## src/pfs_map.svh

```systemverilog
// Register offsets, field positions, reset values and presets of the pin function select block
`ifndef PFS_MAP_SVH
`define PFS_MAP_SVH

// ==========================================
// Register offsets
`define PFS_OFS_SETUP 8'h00
`define PFS_OFS_SEL1 8'h01
`define PFS_OFS_SEL2 8'h02
`define PFS_OFS_SEL3 8'h03
`define PFS_OFS_SEL4 8'h04
`define PFS_OFS_EASY 8'h14

// ==========================================
// Field positions
`define PFS_B_SETUP_DONE 5
`define PFS_B1_VID 7
`define PFS_B1_DIODE1 6
`define PFS_B1_DIODE3 5
`define PFS_B1_FAN1 4
`define PFS_B1_FAN5 0
`define PFS_B2_FAN6 7
`define PFS_B2_DRIVE4 6
`define PFS_B2_FAN7 3
`define PFS_B2_FAN8 2
`define PFS_B3_HOT1 5
`define PFS_B3_HOT2 3
`define PFS_B3_INTR 1
`define PFS_B4_THERM1 7
`define PFS_B4_THERM2 5
`define PFS_B4_DRIVE1 3
`define PFS_B4_DRIVE2 2

// ==========================================
// Field codes
`define PFS_CODE_A 2'h0
`define PFS_CODE_B 2'h1
`define PFS_CODE_C 2'h2

// ==========================================
// Pad positions in the multifunction pad vector
`define PFS_PAD_FAN5 4
`define PFS_PAD_FAN6 5
`define PFS_PAD_DRIVE4 6
`define PFS_PAD_FAN7 7
`define PFS_PAD_FAN8 8
`define PFS_PAD_HOT1 9
`define PFS_PAD_HOT2 10
`define PFS_PAD_INTR 11
`define PFS_PAD_THERM1 12
`define PFS_PAD_THERM2 13
`define PFS_PAD_DRIVE1 14
`define PFS_PAD_DRIVE2 15

// ==========================================
// Reset values and presets (preset one is the reset state)
`define PFS_RST_SETUP 8'h00
`define PFS_RST_EASY 8'h00
`define PFS_P1_SEL1 8'h7F
`define PFS_P1_SEL2 8'hCE
`define PFS_P1_SEL3 8'h42
`define PFS_P1_SEL4 8'hAC
`define PFS_P2_SEL1 8'h7F
`define PFS_P2_SEL2 8'hCC
`define PFS_P2_SEL3 8'h28
`define PFS_P2_SEL4 8'hAC
`define PFS_P3_SEL1 8'h1E
`define PFS_P3_SEL2 8'h00
`define PFS_P3_SEL3 8'h12
`define PFS_P3_SEL4 8'h5C
`define PFS_P4_SEL1 8'h5F
`define PFS_P4_SEL2 8'hC0
`define PFS_P4_SEL3 8'h60
`define PFS_P4_SEL4 8'hAC
`define PFS_P5_SEL1 8'h3E
`define PFS_P5_SEL2 8'h0E
`define PFS_P5_SEL3 8'h18
`define PFS_P5_SEL4 8'hAC

// ==========================================
// Channel count and last channel index
`define PFS_NCHAN 18
`define PFS_LAST_CHAN 5'h11

`endif

```

## src/pfs_pkg.sv

```systemverilog
// Types of the pin function select block
package pfs_pkg;

  // ==========================================
  // Pin function select registers
  typedef struct packed {
    logic [7:0] sel1;
    logic [7:0] sel2;
    logic [7:0] sel3;
    logic [7:0] sel4;
  } pfs_cfg_s;

  // ==========================================
  // Decoded functional inputs
  typedef struct packed {
    logic [7:0] fan_speed;
    logic [6:0] voltage_id;
    logic [1:0] thermal_io;
    logic [1:0] general_io;
    logic reg_hot_one;
    logic reg_hot_two;
    logic intrusion;
    logic force_full;
  } pfs_func_s;

  // ==========================================
  // Monitoring sequencer states
  typedef enum logic [1:0] {
    PFS_WAIT = 2'h0,
    PFS_SCAN = 2'h1,
    PFS_CONV = 2'h3
  } pfs_seq_e;

endpackage

```

## src/pfs_pin_select.sv

```systemverilog
// Pin function select: configuration registers, pad routing, monitoring sequencer
`timescale 1ns/1ps
`include "pfs_map.svh"
// Function
// - Select one bit 0: fan speed input five, else twelve-volt monitor one.
// - Select two bit 7: fan speed input six, else twelve-volt monitor two.
// - Select two bit 6: fan drive four, else 3.3 volt monitor.
// - Select one bit 6: remote diode one, else supply and termination monitor one.
// - Select one bit 5: remote diode three, else 0.9 volt and termination two.
// - Select two bits 3, 2: fan speed seven, eight, else five and twelve volt.
// - Select two field 1:0: core supply one at 00, 1.8 volt at 10.
// - Select three field 7:6: core supply two at 00, 2.5 volt at 01.
// - Select three field 5:4: 1.2 volt at 01, upper bit set is hot one.
// - Select three field 3:2: battery at 00, upper bit set is hot two.
// - Select three bit 1: intrusion input, else force fans full input.
// - Select four fields 7:6, 5:4 at 01: 1.5 volt or general I/O.
// - Select four bits 3, 2 enable fan drives one and two.
// - Select one bit 7 turns several pins into voltage-ID inputs, overriding all.
// - Monitoring starts only after software sets the setup-complete bit.
// - Easy configuration bits 0 to 4 load presets one to five.
module pfs_pin_select
  import pfs_pkg::*;
(
  input wire logic core_clk_in,
  input wire logic rst_b_in,
  input wire logic reg_wr_in,
  input wire logic [7:0] reg_addr_in,
  input wire logic [7:0] reg_wdata_in,
  output logic [7:0] reg_rdata_out,
  input wire logic [15:0] pad_in,
  output logic [15:0] pad_out,
  output logic [15:0] pad_oe_out,
  input wire logic [3:0] fan_drive_in,
  input wire logic [1:0] thermal_assert_in,
  input wire logic [1:0] gpio_data_in,
  input wire logic [1:0] gpio_oe_in,
  output pfs_pkg::pfs_func_s func_out,
  output pfs_pkg::pfs_cfg_s cfg_out,
  output logic [17:0] chan_enable_out,
  output logic conv_req_out,
  output logic [4:0] conv_chan_out,
  input wire logic conv_done_in,
  output logic result_wr_out
);
  import pfs_pkg::*;

  // ==========================================
  // State record
  typedef struct packed {
    pfs_cfg_s cfg;
    logic [7:0] setup;
    logic [7:0] easy;
    logic [7:0] rdata;
    logic [15:0] sync1;
    logic [15:0] sync2;
    logic [15:0] pout;
    logic [15:0] poe;
    pfs_func_s func;
    pfs_seq_e seq;
    logic [4:0] chan;
  } pfs_state_s;

  pfs_state_s s_r;
  pfs_state_s s_nxt;
  logic rst_meta_r;
  logic rst_sync_r;
  logic vid_on;
  logic setup_done;
  logic therm1_sel;
  logic therm2_sel;
  logic [17:0] chan_en;

  // ==========================================
  // Reset release through two flops
  // Assertion stays asynchronous; only the release is retimed
  always_ff @(posedge core_clk_in or negedge rst_b_in)
  begin
    if (!rst_b_in)
    begin
      rst_meta_r <= 1'b0;
      rst_sync_r <= 1'b0;
    end
    else
    begin
      rst_meta_r <= 1'b1;
      rst_sync_r <= rst_meta_r;
    end
  end

  // ==========================================
  // Selection decode
  // Voltage-ID mode wins over every other use of its pads
  assign vid_on = s_r.cfg.sel1[`PFS_B1_VID];
  assign setup_done = s_r.setup[`PFS_B_SETUP_DONE];
  assign therm1_sel = s_r.cfg.sel4[`PFS_B4_THERM1] & ~vid_on;
  assign therm2_sel = s_r.cfg.sel4[`PFS_B4_THERM2];

  // Measuring channels: 0 local temperature, 1 to 17 pin channels
  // A channel left out here is skipped and never stored
  always_comb
  begin
    chan_en = '0;
    chan_en[0] = 1'b1;
    chan_en[1] = s_r.cfg.sel1[`PFS_B1_DIODE1];
    chan_en[2] = s_r.cfg.sel1[`PFS_B1_DIODE3];
    chan_en[3] = ~s_r.cfg.sel1[`PFS_B1_FAN5];
    chan_en[4] = ~s_r.cfg.sel2[`PFS_B2_FAN6];
    chan_en[5] = ~s_r.cfg.sel2[`PFS_B2_DRIVE4];
    chan_en[6] = ~s_r.cfg.sel1[`PFS_B1_DIODE1];
    chan_en[7] = ~s_r.cfg.sel1[`PFS_B1_DIODE1];
    chan_en[8] = ~s_r.cfg.sel1[`PFS_B1_DIODE3];
    chan_en[9] = ~s_r.cfg.sel1[`PFS_B1_DIODE3];
    chan_en[10] = ~s_r.cfg.sel2[`PFS_B2_FAN7];
    chan_en[11] = ~s_r.cfg.sel2[`PFS_B2_FAN8];
    chan_en[12] = (s_r.cfg.sel2[1:0] == `PFS_CODE_A)
      | (s_r.cfg.sel2[1:0] == `PFS_CODE_C);
    chan_en[13] = (s_r.cfg.sel3[7:6] == `PFS_CODE_A)
      | (s_r.cfg.sel3[7:6] == `PFS_CODE_B);
    chan_en[14] = ~s_r.cfg.sel3[`PFS_B3_HOT1];
    chan_en[15] = ~s_r.cfg.sel3[`PFS_B3_HOT2];
    chan_en[16] = (s_r.cfg.sel4[7:6] == `PFS_CODE_B) & ~vid_on;
    chan_en[17] = (s_r.cfg.sel4[5:4] == `PFS_CODE_B);
  end

  // ==========================================
  // Next-state logic
  always_comb
  begin
    s_nxt = s_r;

    // Pad synchronisers
    // Pads are asynchronous; only the second flop feeds the decode
    s_nxt.sync1 = pad_in;
    s_nxt.sync2 = s_r.sync1;

    // Register writes
    // Unmapped addresses are dropped
    if (reg_wr_in)
    begin
      case (reg_addr_in)
        `PFS_OFS_SETUP: s_nxt.setup = reg_wdata_in;
        `PFS_OFS_SEL1: s_nxt.cfg.sel1 = reg_wdata_in;
        `PFS_OFS_SEL2: s_nxt.cfg.sel2 = reg_wdata_in;
        `PFS_OFS_SEL3: s_nxt.cfg.sel3 = reg_wdata_in;
        `PFS_OFS_SEL4: s_nxt.cfg.sel4 = reg_wdata_in;
        `PFS_OFS_EASY:
        begin
          s_nxt.easy = reg_wdata_in;
          // Lowest set option bit wins
          // Single fields may still be rewritten afterwards
          if (reg_wdata_in[0])
            s_nxt.cfg = {`PFS_P1_SEL1, `PFS_P1_SEL2, `PFS_P1_SEL3, `PFS_P1_SEL4};
          else if (reg_wdata_in[1])
            s_nxt.cfg = {`PFS_P2_SEL1, `PFS_P2_SEL2, `PFS_P2_SEL3, `PFS_P2_SEL4};
          else if (reg_wdata_in[2])
            s_nxt.cfg = {`PFS_P3_SEL1, `PFS_P3_SEL2, `PFS_P3_SEL3, `PFS_P3_SEL4};
          else if (reg_wdata_in[3])
            s_nxt.cfg = {`PFS_P4_SEL1, `PFS_P4_SEL2, `PFS_P4_SEL3, `PFS_P4_SEL4};
          else if (reg_wdata_in[4])
            s_nxt.cfg = {`PFS_P5_SEL1, `PFS_P5_SEL2, `PFS_P5_SEL3, `PFS_P5_SEL4};
        end
        default: ;
      endcase
    end

    // Read data, one cycle after the address
    // Unmapped addresses read as zero
    case (reg_addr_in)
      `PFS_OFS_SETUP: s_nxt.rdata = s_r.setup;
      `PFS_OFS_SEL1: s_nxt.rdata = s_r.cfg.sel1;
      `PFS_OFS_SEL2: s_nxt.rdata = s_r.cfg.sel2;
      `PFS_OFS_SEL3: s_nxt.rdata = s_r.cfg.sel3;
      `PFS_OFS_SEL4: s_nxt.rdata = s_r.cfg.sel4;
      `PFS_OFS_EASY: s_nxt.rdata = s_r.easy;
      default: s_nxt.rdata = 8'h00;
    endcase

    // Fan speed inputs from their pads
    s_nxt.func.fan_speed[3:0] = s_r.sync2[3:0] & s_r.cfg.sel1[`PFS_B1_FAN1 -: 4]
      & {4{~vid_on}};
    s_nxt.func.fan_speed[4] = s_r.sync2[`PFS_PAD_FAN5] & s_r.cfg.sel1[`PFS_B1_FAN5];
    s_nxt.func.fan_speed[5] = s_r.sync2[`PFS_PAD_FAN6] & s_r.cfg.sel2[`PFS_B2_FAN6];
    s_nxt.func.fan_speed[6] = s_r.sync2[`PFS_PAD_FAN7] & s_r.cfg.sel2[`PFS_B2_FAN7];
    s_nxt.func.fan_speed[7] = s_r.sync2[`PFS_PAD_FAN8] & s_r.cfg.sel2[`PFS_B2_FAN8];

    // Voltage-ID inputs take over seven pads
    if (vid_on)
      s_nxt.func.voltage_id = {s_r.sync2[`PFS_PAD_DRIVE2], s_r.sync2[`PFS_PAD_DRIVE1],
        s_r.sync2[`PFS_PAD_THERM1], s_r.sync2[3:0]};
    else
      s_nxt.func.voltage_id = 7'h00;

    // Regulator hot, intrusion and force-full inputs
    s_nxt.func.reg_hot_one = s_r.sync2[`PFS_PAD_HOT1] & s_r.cfg.sel3[`PFS_B3_HOT1];
    s_nxt.func.reg_hot_two = s_r.sync2[`PFS_PAD_HOT2] & s_r.cfg.sel3[`PFS_B3_HOT2];
    s_nxt.func.intrusion = s_r.sync2[`PFS_PAD_INTR] & s_r.cfg.sel3[`PFS_B3_INTR];
    s_nxt.func.force_full = s_r.sync2[`PFS_PAD_INTR] & ~s_r.cfg.sel3[`PFS_B3_INTR];

    // Thermal and general I/O inputs
    s_nxt.func.thermal_io = {s_r.sync2[`PFS_PAD_THERM2] & therm2_sel,
      s_r.sync2[`PFS_PAD_THERM1] & therm1_sel};
    s_nxt.func.general_io = {s_r.sync2[`PFS_PAD_THERM2] & ~therm2_sel,
      s_r.sync2[`PFS_PAD_THERM1] & ~s_r.cfg.sel4[`PFS_B4_THERM1] & ~vid_on};

    // Pad drivers: all released unless a function drives
    s_nxt.pout = 16'h0000;
    s_nxt.poe = 16'h0000;
    s_nxt.pout[`PFS_PAD_DRIVE4] = fan_drive_in[3];
    s_nxt.poe[`PFS_PAD_DRIVE4] = s_r.cfg.sel2[`PFS_B2_DRIVE4];
    s_nxt.pout[`PFS_PAD_DRIVE1] = fan_drive_in[0];
    s_nxt.poe[`PFS_PAD_DRIVE1] = s_r.cfg.sel4[`PFS_B4_DRIVE1] & ~vid_on;
    s_nxt.pout[`PFS_PAD_DRIVE2] = fan_drive_in[1];
    s_nxt.poe[`PFS_PAD_DRIVE2] = s_r.cfg.sel4[`PFS_B4_DRIVE2] & ~vid_on;

    // Thermal pins pull low only; general I/O drives when enabled
    // Mixed thermal and 1.5 volt settings are left to software
    if (therm1_sel)
      s_nxt.poe[`PFS_PAD_THERM1] = thermal_assert_in[0];
    else if (!vid_on)
    begin
      s_nxt.pout[`PFS_PAD_THERM1] = gpio_data_in[0];
      s_nxt.poe[`PFS_PAD_THERM1] = gpio_oe_in[0];
    end
    if (therm2_sel)
      s_nxt.poe[`PFS_PAD_THERM2] = thermal_assert_in[1];
    else
    begin
      s_nxt.pout[`PFS_PAD_THERM2] = gpio_data_in[1];
      s_nxt.poe[`PFS_PAD_THERM2] = gpio_oe_in[1];
    end

    // Monitoring sequencer
    // Clearing setup abandons a running conversion at once
    // Each disabled channel costs one scan cycle
    case (s_r.seq)
      PFS_WAIT:
      begin
        s_nxt.chan = 5'h00;
        if (setup_done)
          s_nxt.seq = PFS_SCAN;
      end
      PFS_SCAN:
      begin
        if (!setup_done)
          s_nxt.seq = PFS_WAIT;
        else if (chan_en[s_r.chan])
          s_nxt.seq = PFS_CONV;
        else if (s_r.chan == `PFS_LAST_CHAN)
          s_nxt.chan = 5'h00;
        else
          s_nxt.chan = s_r.chan + 5'h01;
      end
      PFS_CONV:
      begin
        if (!setup_done)
          s_nxt.seq = PFS_WAIT;
        else if (conv_done_in)
        begin
          s_nxt.seq = PFS_SCAN;
          if (s_r.chan == `PFS_LAST_CHAN)
            s_nxt.chan = 5'h00;
          else
            s_nxt.chan = s_r.chan + 5'h01;
        end
      end
      default:
        s_nxt.seq = PFS_WAIT;
    endcase
  end

  // ==========================================
  // State register
  // Reset value is preset one, so every pin starts in a known use
  always_ff @(posedge core_clk_in or negedge rst_sync_r)
  begin
    if (!rst_sync_r)
    begin
      s_r <= '0;
      s_r.cfg <= {`PFS_P1_SEL1, `PFS_P1_SEL2, `PFS_P1_SEL3, `PFS_P1_SEL4};
      s_r.setup <= `PFS_RST_SETUP;
      s_r.easy <= `PFS_RST_EASY;
      s_r.seq <= PFS_WAIT;
    end
    else
      s_r <= s_nxt;
  end

  // ==========================================
  // Outputs
  // Handshake outputs decode the state directly; data comes from flops
  assign reg_rdata_out = s_r.rdata;
  assign pad_out = s_r.pout;
  assign pad_oe_out = s_r.poe;
  assign func_out = s_r.func;
  assign cfg_out = s_r.cfg;
  assign chan_enable_out = chan_en & {`PFS_NCHAN{setup_done}};
  assign conv_req_out = (s_r.seq == PFS_CONV);
  assign conv_chan_out = s_r.chan;
  // Result written only for a channel still measuring
  assign result_wr_out = conv_done_in & (s_r.seq == PFS_CONV)
    & chan_en[s_r.chan] & setup_done;

endmodule

```

## config.mk

```make
export PLATFORM = sky130hd
export DESIGN_NAME = pfs_pin_select
export DESIGN_NICKNAME = d
export VERILOG_FILES = /design/src/pfs_pkg.sv /design/src/pfs_pin_select.sv
export VERILOG_INCLUDE_DIRS = /design/src
export SDC_FILE = /design/constraint.sdc
export NUM_CORES = 1
export LEC_CHECK = 0
export BUFFER_PORTS_ARGS = -buffer_cell sky130_fd_sc_hd__buf_2
export CORE_MARGIN = 2
export CORE_UTILIZATION = 43
export DETAILED_ROUTE_END_ITERATION = 7
export PLACE_DENSITY_LB_ADDON = 0.25
export RECOVER_POWER = 25
export SLEW_MARGIN = 20
export SYNTH_ARGS = -nofsm -noshare
export SYNTH_HDL_FRONTEND = slang
export SYNTH_SLANG_ARGS = --single-unit
```

## constraint.sdc

```tcl
create_clock -name core_clk_in -period 5.3 [get_ports core_clk_in]
set_input_delay 0.795 -clock core_clk_in [delete_from_list [all_inputs] [get_ports core_clk_in]]
set_output_delay 0.795 -clock core_clk_in [all_outputs]
set_load 0.005 [all_outputs]
```

==> results.yml <==
outcome:
  status: "finished, violations left"
  violations: "capacitance limit, slew limit"
yosys:
  yosys_warnings: 0
  synth-async-reset-ratio: 1.00
  synth_area_leaders: "dfrtp_1 (46%), buf_4 (13%), dfstp_2 (7.8%)"
  synth_edf_count: 0
  ys_ff_latch: 128
  synth_ff_type: "dfrtp_1"
  syn_avg_cell_area_um2: 11.2
  postSynthCellCount: 541
  ys_seq_area_frac: 0.534
  synth.distinct_cells: 51
  synth_largest_area_cell: "dfrtp_1"
  netlist_area_um2: 6040
  yosys.area.top_type_share: 0.456
routing:
  met3RoutedLength_um: 952
  ant_nets: 0
  dr_total_vias: 3984
  avgRoutedWirePerCell_um: 17.3
  drt_iter0_drc: 322
  drcViolationCount: 0
  drtPass1Iterations: 5
  top_layer: "met4"
  viasPerCell: 5.04
  met1_length_um: 5880
  dr_wl_met2_um: 6700
  routed_wl_um: 13700
timing:
  layout_setup_ws_ns: 2.20
  tns_ns: 0
  setup_viol: 0
  finalHoldWorstSlack_ns: 0.168
  slew_violations: 68
  period_share: 0.584
  slew_headroom: -0.747
  period_needed_ns: 3.10
  finClkSkew_ns: 0.00861
  tightest_slew_ns: 2.62
  hold_viol: 0
  clock.fmax_mhz: 323
  rsz0062_at_grt: "false"
worst_setup_path:
  cpPeakStageDelay_ns: 0.63
  crit_family: "simple AND/OR/NAND/NOR gates"
  crit_arrival_ns: 2.30
  r2r_end: "conv_chan_out[4]"
  reg2reg_slack_ns: 2.31
  crit_buf_inv: 2
  worstSetupStartpointType: "register"
  path_cells: "or4b_4, a211oi_4, inv_1, a21oi_1, buf_2"
  crit_fanout: 20
  critical_path_class: "reg -> out"
  slowest_stage: "or4b_4"
  reg2reg_from: "rst_sync_r"
  cp-end-kind: "output port"
  worst-path-stages: 5
  reg2regPathDepth: 1
  critPathRequiredTime_ns: 4.51
placement:
  dp_hpwl_um: 9400
  gp_congestion: 0.877
  place_area_um2: 6220
  io_buffer_count: 141
  dp_slack_ns: 2.30
pwr:
  ir_drop_mv: 0.216
  power_density_nw_per_um2: 347
  leakage_nw: 3.37
floorplan:
  ios: 166
  die_w_um: 123
  dieArea_um2: 15000
  core-area_um2: 13800
  start_util: 0.438
  die-height_um: 123
  num_rows: 43
cells_and_area:
  drive_gt1_frac: 0.337
  utilization: 0.489
  antenna_cells: 0
  layout_common_cells: "buf_2 (140), dfrtp_1 (110), nor2_1 (33), nand2_1 (33), conb_1 (23)"
  syn_to_final_growth_pct: 11.5
  finalNetCount: 648
  final_common_cell: "buf_2"
  final_area_um2: 6730
clock_tree:
  htreeDepth: 4
  clock-sinks: 128
  post_cts_buffers: 0
  cts_root_buffer: "clkbuf_16"
  clock_latency_ns: 0.41
  tritoncts: "yes"
  clkTransAtPathRegs_ns: 0.05
  clk_path_buf_depth: 2
  cts-buffers-inserted: 17
  cts_resized: 0
  postCtsHoldBufs: 0
global_routing:
  grt_pass1_vias: 3866
  track_usage: 0.188
  grt_max_degree: 68
  grt_pass1_wl_um: 20900
  antenna_found_initial: 0
  grt-ovfl-total: 0
flow_run:
  maxCapViolCount: 1
min_path:
  min_path_type: "in -> async"
[metrics by stage]
stage	total power, W	cells
after floorplan	0.00129	562
after global placement	0.00133	761
after detailed placement	0.00133	761
after CTS	0.00237	791
after global routing	0.00244	791
final	0.00233	791
[cells by family (layout without fill, tap and decap cells)]
| family | after synthesis | in the layout | synth area share |
|---|---|---|---|
| fa+ha+maj | 2 | 2 | 0.00414 |
| buf+inv | 145 | 194 | 0.157 |
| simple gates | 144 | 144 | 0.121 |
| compound gates | 74 | 74 | 0.0829 |
| flops | 128 | 128 | 0.534 |
| mux | 46 | 46 | 0.100 |
| other cells | 2 | 23 | 0.00124 |
[sequential cells by signal, indices dropped and copies added (netlist names), 5 cells and up]
register	cells
pad_out	5
cfg_out	32
reg_rdata_out	8
s_nxt	15
s_r	33
conv_chan_out	5
func_out	23
pad_oe_out	5
[per-layer routing]
metal / track usage / vias up
met3: 0.0534 / 12
li1: - / 1819
met2: 0.299 / 160
met1: 0.249 / 1993
met4: 0.0568 / 0
met5: 0 / -
[where the power goes]
part           switching, W  internal (W)  total (W)
Combinational     0.0000963     0.0000959   0.000192
Clock              0.000398      0.000625    0.00102
Sequential        0.0000693       0.00105    0.00112
[cells in the mapped netlist, drive strengths merged (6+ instances only)]
cell type,number
a21oi,10
a31oi,6
and2,21
buf,113
clkbuf,14
dfrtp,110
dfstp,18
inv,18
mux2,25
mux2i,12
mux4,9
nand2,33
nand3,16
nor2,34
nor2b,16
o2111ai,7
o21ai,27
[how the worst max path moves through the flow]
stage                        start            end
floorplan               rst_sync_r     cfg_out[0]
global placement    reg_addr_in[5]       s_r[102]
detailed placement  reg_addr_in[5]       s_r[104]
CTS                    cfg_out[31]  result_wr_out
global route            rst_sync_r         s_r[5]
finish                 cfg_out[31]  result_wr_out
[final cells by class]
class / count / area, µm²
Timing Repair Buffer: 146 / 742
Fill cell: 1267 / 7040
Inverter: 18 / 67.6
Clock buffer: 24 / 482
Tap cell: 180 / 225
Sequential cell: 128 / 3230
Clock inverter: 6 / 35.0
Multi-Input combinational cell: 289 / 1960
Note: power is estimated with default switching activity, not from simulation.
